**config.mk**
```make
export PLATFORM = sky130hd
export DESIGN_NAME = ndw_ctrl
export DESIGN_NICKNAME = d
export VERILOG_FILES = /design/src/inc/ndw_pkg.sv /design/src/inc/ndw_mem_if.sv /design/src/design/ndw_ctrl.sv /design/src/design/ndw_latch.sv /design/src/design/ndw_mem.sv
export SDC_FILE = /design/constraint.sdc
export NUM_CORES = 2
export LEC_CHECK = 0
export ABC_AREA = 1
export BUFFER_PORTS_ARGS = -buffer_cell sky130_fd_sc_hd__buf_2
export CORE_ASPECT_RATIO = 1.4
export CORE_MARGIN = 3
export CORE_UTILIZATION = 40
export CTS_CLUSTER_DIAMETER = 150
export DETAILED_ROUTE_END_ITERATION = 8
export PLACE_DENSITY_LB_ADDON = 0.2
export SLEW_MARGIN = 20
export SYNTH_ARGS = -nofsm -noshare
export SYNTH_HDL_FRONTEND = slang
export SYNTH_SLANG_ARGS = --single-unit
export TNS_END_PERCENT = 10
```
**constraint.sdc**
```tcl
create_clock -name clk_i -period 14.8 [get_ports clk_i]
set_input_delay 2.96 -clock clk_i [delete_from_list [all_inputs] [get_ports clk_i]]
set_output_delay 2.96 -clock clk_i [all_outputs]
set_load 0.02 [all_outputs]
```
**src/inc/ndw_pkg.sv**
```systemverilog
package ndw_pkg;

  // ----------------------------------------------------------------
  // register map
  // ----------------------------------------------------------------
  localparam logic [11:0] CSR_OFF = 12'h002C;
  localparam logic [1:0] EE_SEL = 2'h1;
  localparam logic [7:0] CSR_RESET = 8'h00;
  localparam int BIT_PGM = 0;
  localparam int BIT_LAT = 1;
  localparam int BIT_IE = 2;

  // ----------------------------------------------------------------
  // array shape
  // ----------------------------------------------------------------
  localparam int EE_ADDR_W = 8;
  localparam int LATCH_N = 16;
  localparam int LATCH_IW = 4;

  // ----------------------------------------------------------------
  // timing
  // ----------------------------------------------------------------
  localparam int CLK_PERIOD_NS = 10;
  localparam int PROG_TIME_NS = 5000;
  localparam int PROG_CYCLES = PROG_TIME_NS / CLK_PERIOD_NS;

  typedef enum logic [1:0] {
    NDW_IDLE,
    NDW_PROG,
    NDW_COMMIT
  } ndw_state_t;

endpackage : ndw_pkg

```
**src/inc/ndw_mem_if.sv**
```systemverilog
`timescale 1ns/100ps
interface ndw_mem_if #(
  parameter int AW = 8
);
  logic en;
  logic we;
  logic [AW-1:0] addr;
  logic [7:0] wdata;
  logic [7:0] rdata;

  modport ctrl (output en, output we, output addr, output wdata, input rdata);
  modport mem (input en, input we, input addr, input wdata, output rdata);
endinterface : ndw_mem_if

```
**src/design/ndw_ctrl.sv**
```systemverilog
// Implementation choice: the Avalon-MM slave port.
`timescale 1ns/100ps
// Contract
// - with write mode off, array reads like ROM, data within one clock
// - write mode on, program idle: each array write lands in one of 16 latches
// - program start writes all latched bytes into row of last array write
// - cycle end clears program flag and write mode together, irq if enabled
// - pending irq drops when the cpu fetches its vector
// - latches clear at cycle end or write-mode fall; rewrites AND together
// - latched data can never be read back
// - wait request: enter wait at once if idle, else after the cycle
// - halt request stops at once, abandoning any cycle
// - array read in write mode leaves data undriven (here the array is not read and the data reads as zero)
// - array write with write mode off is ignored
// - cycle cut by reset or software clear leaves cells undefined
// - control register resets to zero, bits 7:3 read zero
// - bit 2 enables the completion interrupt
// - bit 1 write mode; software clear only while program flag clear
// - bit 0 program flag: write 1 starts, reads 1 while running
module ndw_ctrl
  import ndw_pkg::*;
#(
  parameter int EE_AW = EE_ADDR_W,
  parameter int PROG_CYC = PROG_CYCLES
) (
  input wire logic clk_i,
  input wire logic reset_i,
  input wire logic [11:0] avs_address_i,
  input wire logic avs_read_i,
  input wire logic avs_write_i,
  input wire logic [31:0] avs_writedata_i,
  input wire logic [3:0] avs_byteenable_i,
  output logic [31:0] avs_readdata_o,
  output logic avs_waitrequest_o,
  input wire logic sleep_wait_instr_i,
  input wire logic halt_req_i,
  input wire logic vector_fetch_i,
  output logic irq_o,
  output logic wait_state_o,
  output logic halted_o
);

  localparam int CNT_W = $clog2(PROG_CYC + 1);
  localparam logic [LATCH_IW-1:0] LAST_IDX = LATCH_IW'(LATCH_N - 1);

  // ----------------------------------------------------------------
  // bus slave: every access takes exactly one wait cycle
  // ----------------------------------------------------------------
  logic ack_reg;
  logic req;
  logic csr_hit;
  logic ee_hit;
  logic wr_acc;
  logic csr_wr;
  logic ee_wr;
  logic rd_issue;
  logic [7:0] wd;
  logic [EE_AW-1:0] bus_idx;

  assign req = avs_read_i | avs_write_i;
  assign avs_waitrequest_o = req & ~ack_reg;
  assign csr_hit = (avs_address_i == CSR_OFF);
  assign ee_hit = (avs_address_i[11:10] == EE_SEL);
  assign bus_idx = avs_address_i[EE_AW+1:2];
  assign wr_acc = avs_write_i & ack_reg & avs_byteenable_i[0];
  assign csr_wr = wr_acc & csr_hit;
  assign ee_wr = wr_acc & ee_hit;
  assign wd = avs_writedata_i[7:0];

  always_ff @(posedge clk_i) begin
    if (reset_i) begin
      ack_reg <= 1'b0;
    end else begin
      ack_reg <= req & ~ack_reg;
    end
  end

  // ----------------------------------------------------------------
  // control/status bits
  // ----------------------------------------------------------------
  ndw_state_t state_reg;
  logic [CNT_W-1:0] cnt_reg;
  logic [LATCH_IW-1:0] cidx_reg;
  logic pgm_reg;
  logic lat_reg;
  logic ie_reg;
  logic lat_d_reg;
  logic start;
  logic sw_abort;
  logic commit_done;

  assign commit_done = (state_reg == NDW_COMMIT) && (cidx_reg == LAST_IDX);
  assign start = csr_wr & wd[BIT_PGM] & ~pgm_reg & (lat_reg | wd[BIT_LAT]) & ~halt_req_i;
  assign sw_abort = csr_wr & ~wd[BIT_PGM] & pgm_reg;

  always_ff @(posedge clk_i) begin
    if (reset_i) begin
      ie_reg <= CSR_RESET[BIT_IE];
    end else if (csr_wr) begin
      ie_reg <= wd[BIT_IE];
    end
  end

  always_ff @(posedge clk_i) begin
    if (reset_i) begin
      lat_reg <= CSR_RESET[BIT_LAT];
    end else if (commit_done) begin
      lat_reg <= 1'b0;
    end else if (csr_wr && wd[BIT_LAT]) begin
      lat_reg <= 1'b1;
    end else if (csr_wr && !pgm_reg) begin
      lat_reg <= 1'b0;
    end
  end

  // a software clear mid-cycle aborts; cell contents are then undefined
  always_ff @(posedge clk_i) begin
    if (reset_i) begin
      pgm_reg <= CSR_RESET[BIT_PGM];
    end else if (commit_done || halt_req_i) begin
      pgm_reg <= 1'b0;
    end else if (start) begin
      pgm_reg <= 1'b1;
    end else if (sw_abort) begin
      pgm_reg <= 1'b0;
    end
  end

  always_ff @(posedge clk_i) begin
    if (reset_i) begin
      lat_d_reg <= 1'b0;
    end else begin
      lat_d_reg <= lat_reg;
    end
  end

  // ----------------------------------------------------------------
  // programming sequencer
  // ----------------------------------------------------------------
  always_ff @(posedge clk_i) begin
    if (reset_i || halt_req_i || sw_abort) begin
      state_reg <= NDW_IDLE;
      cnt_reg <= '0;
      cidx_reg <= '0;
    end else begin
      unique case (state_reg)
        NDW_IDLE: begin
          if (start) begin
            state_reg <= NDW_PROG;
            cnt_reg <= '0;
          end
        end
        NDW_PROG: begin
          if (cnt_reg == CNT_W'(PROG_CYC - 1)) begin
            state_reg <= NDW_COMMIT;
            cidx_reg <= '0;
          end else begin
            cnt_reg <= cnt_reg + 1'b1;
          end
        end
        NDW_COMMIT: begin
          if (cidx_reg == LAST_IDX) begin
            state_reg <= NDW_IDLE;
          end else begin
            cidx_reg <= cidx_reg + 1'b1;
          end
        end
      endcase
    end
  end

  // ----------------------------------------------------------------
  // latches and row address
  // ----------------------------------------------------------------
  logic [EE_AW-LATCH_IW-1:0] row_reg;
  logic latch_wr;
  logic latch_clr;
  logic [7:0] sel_data;
  logic sel_valid;

  // writes with write mode off, or while programming, are dropped
  assign latch_wr = ee_wr & lat_reg & ~pgm_reg;
  assign latch_clr = commit_done | (lat_d_reg & ~lat_reg);

  always_ff @(posedge clk_i) begin
    if (reset_i) begin
      row_reg <= '0;
    end else if (latch_wr) begin
      row_reg <= bus_idx[EE_AW-1:LATCH_IW];
    end
  end

  ndw_latch #(
    .N(LATCH_N),
    .IW(LATCH_IW)
  ) u_latch (
    .clk_i(clk_i),
    .reset_i(reset_i),
    .wr_i(latch_wr),
    .wr_idx_i(bus_idx[LATCH_IW-1:0]),
    .wr_data_i(wd),
    .clr_i(latch_clr),
    .sel_idx_i(cidx_reg),
    .sel_data_o(sel_data),
    .sel_valid_o(sel_valid)
  );

  // ----------------------------------------------------------------
  // cell array port
  // ----------------------------------------------------------------
  ndw_mem_if #(.AW(EE_AW)) mif ();
  logic commit_we;

  assign commit_we = (state_reg == NDW_COMMIT) & sel_valid & ~halt_req_i;
  assign rd_issue = avs_read_i & ~ack_reg & ee_hit & ~lat_reg;
  assign mif.en = commit_we | rd_issue;
  assign mif.we = commit_we;
  assign mif.addr = commit_we ? {row_reg, cidx_reg} : bus_idx;
  assign mif.wdata = sel_data;

  ndw_mem #(
    .AW(EE_AW)
  ) u_mem (
    .clk_i(clk_i),
    .port_if(mif)
  );

  // ----------------------------------------------------------------
  // read data
  // ----------------------------------------------------------------
  logic rd_ee_reg;
  logic [7:0] rd_val_reg;

  // array reads in write mode return zero: the array is not read and the byte lane is driven with 8'h00
  always_ff @(posedge clk_i) begin
    if (reset_i) begin
      rd_ee_reg <= 1'b0;
      rd_val_reg <= 8'h00;
    end else if (avs_read_i && !ack_reg) begin
      rd_ee_reg <= rd_issue;
      rd_val_reg <= csr_hit ? {5'h00, ie_reg, lat_reg, pgm_reg} : 8'h00;
    end
  end

  assign avs_readdata_o = {24'h00_0000, rd_ee_reg ? mif.rdata : rd_val_reg};

  // ----------------------------------------------------------------
  // interrupt, wait and halt
  // ----------------------------------------------------------------
  logic irq_reg;
  logic wait_reg;
  logic halted_reg;

  always_ff @(posedge clk_i) begin
    if (reset_i) begin
      irq_reg <= 1'b0;
    end else if (commit_done && ie_reg) begin
      irq_reg <= 1'b1;
    end else if (vector_fetch_i) begin
      irq_reg <= 1'b0;
    end
  end

  // a running cycle holds off wait entry until the sequencer is idle again
  always_ff @(posedge clk_i) begin
    if (reset_i) begin
      wait_reg <= 1'b0;
    end else begin
      wait_reg <= sleep_wait_instr_i & (state_reg == NDW_IDLE);
    end
  end

  always_ff @(posedge clk_i) begin
    if (reset_i) begin
      halted_reg <= 1'b0;
    end else begin
      halted_reg <= halt_req_i;
    end
  end

  assign irq_o = irq_reg;
  assign wait_state_o = wait_reg;
  assign halted_o = halted_reg;

  // the timing phase can outlast any plain delay, so its length is counted here
  logic [CNT_W-1:0] plen_reg;

  always_ff @(posedge clk_i) begin
    if (reset_i || state_reg != NDW_PROG) begin
      plen_reg <= '0;
    end else begin
      plen_reg <= plen_reg + 1'b1;
    end
  end
endmodule : ndw_ctrl

```
**src/design/ndw_latch.sv**
```systemverilog
`timescale 1ns/100ps
module ndw_latch #(
  parameter int N = 16,
  parameter int IW = 4
) (
  input wire logic clk_i,
  input wire logic reset_i,
  input wire logic wr_i,
  input wire logic [IW-1:0] wr_idx_i,
  input wire logic [7:0] wr_data_i,
  input wire logic clr_i,
  input wire logic [IW-1:0] sel_idx_i,
  output logic [7:0] sel_data_o,
  output logic sel_valid_o
);

  // ----------------------------------------------------------------
  // row latches
  // ----------------------------------------------------------------
  logic [7:0] data_reg [N];
  logic [N-1:0] valid_reg;

  // a second write to a filled latch over-programs: the bits are ANDed
  always_ff @(posedge clk_i) begin
    if (reset_i || clr_i) begin
      valid_reg <= '0;
    end else if (wr_i) begin
      valid_reg[wr_idx_i] <= 1'b1;
    end
  end

  always_ff @(posedge clk_i) begin
    if (wr_i && !clr_i) begin
      data_reg[wr_idx_i] <= valid_reg[wr_idx_i] ? (data_reg[wr_idx_i] & wr_data_i)
                                                : wr_data_i;
    end
  end

  // only the commit sequencer looks here; no bus path exists
  assign sel_data_o = data_reg[sel_idx_i];
  assign sel_valid_o = valid_reg[sel_idx_i];

endmodule : ndw_latch

```
**src/design/ndw_mem.sv**
```systemverilog
`timescale 1ns/100ps
module ndw_mem #(
  parameter int AW = 8
) (
  input wire logic clk_i,
  ndw_mem_if.mem port_if
);

  // ----------------------------------------------------------------
  // cell array, registered read
  // ----------------------------------------------------------------
  logic [7:0] cells [2**AW];
  logic [7:0] rdata_reg;

  always_ff @(posedge clk_i) begin
    if (port_if.en) begin
      if (port_if.we) begin
        cells[port_if.addr] <= port_if.wdata;
      end else begin
        rdata_reg <= cells[port_if.addr];
      end
    end
  end

  assign port_if.rdata = rdata_reg;

endmodule : ndw_mem

```
**After elaboration in Yosys (flattened, before gate mapping)**

Memory sizes are Yosys's and may differ from the RTL's. A register that Yosys moved wholly into a read port is not among the register bits.
Index checks and enable logic that the tools add are counted.
W data, S select, Z words.

- Bits in writable memories: 2,176
- Logic and storage cells: 124
- Bits in registers: 52
- Memories: 2
- Input bits: 55
- Output and inout port bits: 36

Memories:

| name | depth | width | read ports | clocked after Yosys merged registers in | write ports | line | RTL |
|---|---|---|---|---|---|---|---|
| u_mem.cells | 256 | 8 | 1 | 1 | 1 | ndw_mem.sv:12 | `logic [7:0] cells [2**AW];` |
| u_latch.data_reg | 16 | 8 | 2 | 1 | 1 | ndw_latch.sv:20 | `logic [7:0] data_reg [N];` |

- Multiplexer cells: 33
- Add/sub/neg operators: 2
- Bitwise gates (word level): 32
- $lt $le $gt $ge: 3
- Reduce and logical (&&, ||, !) cells: 26
- Eq/ne operators: 11

Operators with widths:

| kind | count |
|---|---|
| $mux W8 | 3 |
| $and A1 B1 Y1 | 20 |
| $mux W9 | 2 |
| $pmux W9 S2 | 1 |
| $mux W4 | 4 |
| $or A16 B16 Y16 | 1 |
| $mux W1 | 14 |
| $eq A12 B6 Y1 const B | 1 |
| $lt A4 B5 Y1 const B | 2 |
| $reduce_bool A2 Y1 | 5 |
| $add A9 B1 Y9 const B | 1 |
| $eq A9 B9 Y1 const B | 1 |
| $reduce_and A3 Y1 | 3 |
| $and A8 B8 Y8 | 1 |
| $bmux W1 S4 | 2 |
| $ne A2 B2 Y1 const B | 4 |
| $pmux W4 S2 | 1 |
| $logic_and A1 B1 Y1 | 7 |
| $mux W2 | 3 |
| $not A1 Y1 | 6 |
| $pmux W2 S3 | 1 |
| $add A4 B1 Y4 const B | 1 |
| $demux W1 S4 | 1 |
| $eq A2 B1 Y1 const B | 2 |
| other kinds (11) | 20 |

**Longest topological paths before layout**

- Word-level depth: 9
- Depth in mapped cells: 24
- Depth with buffers taken out: 21

**Hierarchy**

From an unflattened synthesis, not the netlist that was laid out.

- Cell total of the unflattened synthesis: 9,178
- Area total of the unflattened synthesis: 94,246.6 um^2

By module, submodules not included:

| module | area each (um^2) | seq. area each (um^2) | instances | cells each |
|---|---|---|---|---|
| ndw_mem | 84,835.1 | 61,739.2 | 1 | 7,960 |
| ndw_latch | 7,403.4 | 4,164.0 | 1 | 917 |
| ndw_ctrl | 2,008.2 | 620.6 | 1 | 301 |

**Worst setup path after synthesis**

Ideal clock, no wire load.

- Path kind: reg-to-reg
- Start point: register with a tool-made name
- End point: memory u_mem.cells[0][7], data pin
- Required time: 12,613 ps
- Arrival time: 11,171 ps
- Buffers on the path: 2
- Slack: 1,441 ps
- Period minus slack after synthesis: 13,359 ps
- Cell stages (with the launch flop): 7
- Library setup time: 2,187 ps
- Cells stage by stage: dfxtp_1 > clkbuf_1 > clkbuf_1 > nor2_1 > o22ai_1 > o22ai_1 > o21ai_0

RTL lines:

| element | line |
|---|---|
| end, declared | ndw_mem.sv:12 |

**Worst setup path in the final report**

- Start point: input port halt_req_i
- End point: register u_mem.rdata_reg[1], in the netlist u_mem.port_if.rdata[1] (read register of u_mem.cells), data pin

- Word-level cells in the longest chain between the ends: 4
- Elaborated cells between the ends (all ways): 6
- Those cells by class: mux: 1; bitwise: 4; reduce/logical: 1

Ends and longest elaborated chain:

| element | line | RTL |
|---|---|---|
| start, declared | ndw_ctrl.sv:36 | `input wire logic halt_req_i,` |
| $not A1 Y1 (*) | ndw_ctrl.sv:214 | `assign commit_we = (state_reg == NDW_COMMIT) & sel_valid & ~halt_req_i;` |
| $and A1 B1 Y1 (*) | ndw_ctrl.sv:214 |  |
| $or A1 B1 Y1 or $not A1 Y1 (tied branches) | -- |  |
| $reduce_and A2 Y1 (no line) | -- |  |
| end, declared | ndw_mem.sv:13 | `logic [7:0] rdata_reg;` |

Mark *: on every way between the ends. The rest lies on a longest branch, timed or not.
A chain may end at the register's enable or synchronous reset.

==> flow_summary.toml <==
[power_and_ir_drop]
intPower_w = 0.0100
vdd_drop_max_uv = 82.7
power.density_nw_per_um2 = 122
seq_power_share_pct = 53.3
clockPowerShare_pct = 41.9
switching_power_w = 0.00282
swShare_pct = 22.0
p_comb_share_pct = 4.9
p_leak_nw = 41.8

[layout]
mostFrequentLayoutCell = "nand2_1"
syn_to_final_growth_pct = 10.2
final_area_sq_um = 105000
final_cells = 12500
final_cell_mix = "5,272 x nand2_1, 2,184 x edfxtp_1, 376 x nor2_1"
largest_reg_flops = 2048
fin_util_pct = 44.4
final_layout_size_suffix_gt1_share_pct = 5.38
nets = 9276

[floorplanning]
rows = 211
boundaryPins = 91
coreArea_sq_um = 237000
fp.dieArea_sq_um = 245000
start_util_pct = 40.3
die_h_um = 584
die_width_um = 419

[grt]
grt_first_pass_wirelength_um = 391000
grt_antenna_before_repair = 8
grt_pass1_vias = 61900
grt_overflow_total = 0
grt.total_usage_pct = 21.1
grt_max_degree = 208

[timing]
hold_ws_ns = 0.480
relSlewSlack_pct = 24.2
hold_viol = 0
clock-skew-final_ns = 0.0513
finalSetupViolations = 0
tightest_slew_ns = 1.14
final.setup.tns_ns = 0
finalCritPeriodShare_pct = 57.2
fin_crit_ns = 8.47
slew_violations = 0
rsz0062_at_grt = "no"
fmax_ghz = 0.118

[critical_path]
cp_cell_sequence = "buf_2 -> nor2_1 -> nand2_8 -> nand2_2 -> buf_4 -> nand2_8 -> buf_12 -> buf_4 -> buf_4 -> nand2_1 -> nand2_1 -> nand2_1 -> nand2_1 -> nand2_1 -> nand2_1 -> o21ai_1 -> nand2_1 -> nor2_1 -> nor2_1 -> nor2_1 -> nand2_1"
crit_required_ns = 15.39
cp.arrival_ns = 9.05
cpMostUsedCell = "nand2_1"
crit_type = "in -> reg"
cp-end-kind = "flop"
cpPeakStageDelay_ns = 0.77
path_delay_family = "simple AND/OR/NAND/NOR gates"
start_kind = "primary input"
path_buf_inv = 5
cp_slowest_cell = "nand2_8"
crit_fanout = 169

[logic_synthesis]
synth_area_per_cell_sq_um = 10.2
ys_top_cells_by_area = "edfxtp_1 69%, nand2_1 21%, nand3_1 1.5%"
synth.distinct_cells = 43
yosysWarnings = 0
ys_ff_latch = 2235
synth_top_area_share_pct = 68.7
synth.largest_area_cell = "edfxtp_1"
synth_cells = 9356
ys_seq_area_share_pct = 69.8
synth_area_sq_um = 95400

[clocking]
cts_setup_buffers = 0
tritoncts = "done"
cts-root-buf = "clkbuf_16"
clk_path_buf_depth = 4
holdBufCountCts = 0
clock_latency_ns = 0.88
cts_buffers = 213
clkTransAtPathRegs_ns = 0.06
htree_levels = 4
cts_num_sinks = 2235
post_cts_resize_count = 0

[outcome]
status = "finished, final reports clean"

[placement]
port_buffers = 39
numPlacedInstances = 12100
place_congestion = 0.840
place_area_sq_um = 98400
dpl.hpwl_um = 147000

[min_path]
hold_path.class = "reg -> reg"

[detailed_routing]
wl_per_cell_um = 21.1
detail_route.first_pass.iterations = 8
dr.first_iter.drc_count = 5075
vias_per_cell = 5.09
totalWireLength_um = 263000
antenna_left = 0
drc_errors = 0
vias = 63500

[flow_run]
maxCapViolations = 0
layout make-up:
type                            count  area, sq um
Timing Repair Buffer              149         1150
Multi-Input combinational cell   6494        26300
Tap cell                         3088         3860
Inverter                          123          469
Fill cell                       22200       131000
Clock buffer                      267         5640
Antenna cell                        4         10.0
Sequential cell                  2235        66600
Clock inverter                    111         1070
Yosys cell counts (all sizes together):
| master | number |
|---|---|
| clkinv | 3 |
| or2 | 3 |
| o21ai | 187 |
| mux2 | 3 |
| clkbuf | 233 |
| nand4 | 10 |
| nand2 | 5287 |
| nor3 | 26 |
| a21oi | 100 |
| nor4 | 10 |
| a211oi | 2 |
| dfxtp | 51 |
| nand3 | 298 |
| o221ai | 3 |
| edfxtp | 2184 |
| nor3b | 5 |
| o211ai | 29 |
| nor2 | 390 |
| buf | 294 |
| a2111oi | 1 |
| conb | 1 |
| inv | 120 |
| a221oi | 1 |
| a21boi | 7 |
| mux2i | 29 |
| a22oi | 66 |
| a31oi | 1 |
| ha | 5 |
| o22ai | 7 |
worst register-to-register path: cells and delay by family (launching register included):
family,cells,cell delay [ns]
flip-flops,1,0.73
buffers and inverters,5,2.55
AO/OA/AOI/OAI,1,0.28
AND/OR/NAND/NOR,19,3.31
per-layer routing:
metal / GRT usage [%] / vias up / part of all wire [%]
met5: 0 / - / 0
met4: 9.27 / 0 / 4.6
met3: 2.64 / 491 / 5.5
met2: 36.2 / 1874 / 49
met1: 26.8 / 30500 / 41
li1: - / 30500 / -
path summary, 6_finish.rpt:
kind / end / slack (ns) / start / depth (start not counted)
max reg2reg: u_mem.port_if.rdata[1] / 7.62 / cidx_reg[0] / 25
max: u_mem.port_if.rdata[1] / 6.33 / halt_req_i / 21
min reg2reg: u_latch.valid_reg[14] / 0.48 / u_latch.valid_reg[14] / 2
min: u_latch.valid_reg[14] / 0.48 / u_latch.valid_reg[14] / 2
cells by family after synthesis:
kind of cell	count (synthesis)	share of synthesized area, %
AND/OR/NAND/NOR	6029	24.3
flip-flops	2235	69.8
buffers and inverters	650	3.04
AO/OA/AOI/OAI	404	2.44
multiplexers	32	0.340
adder cells (fa/ha/maj)	5	0.0656
other	1	0.00393
power groups by stage:
stage	registers [W]	clock network [W]	logic (W)
floorplan	0.00699	0	0.000424
global placement	0.00699	0	0.000622
detailed placement	0.00699	0	0.000624
CTS	0.00685	0.00549	0.000626
global route	0.00685	0.00573	0.000695
finish	0.00685	0.00539	0.000624
per-stage QoR:
| step | power [W] | setup WS, ns |
|---|---|---|
| 2_1_floorplan | 0.00741 | 1.44 |
| 3_3_place_gp | 0.00761 | 5.60 |
| 3_5_place_dp | 0.00761 | 5.59 |
| 4_1_cts | 0.0130 | 6.49 |
| 5_1_grt | 0.0133 | 6.17 |
| 6_report | 0.0129 | 6.33 |
(Power assumes the default switching activity.)
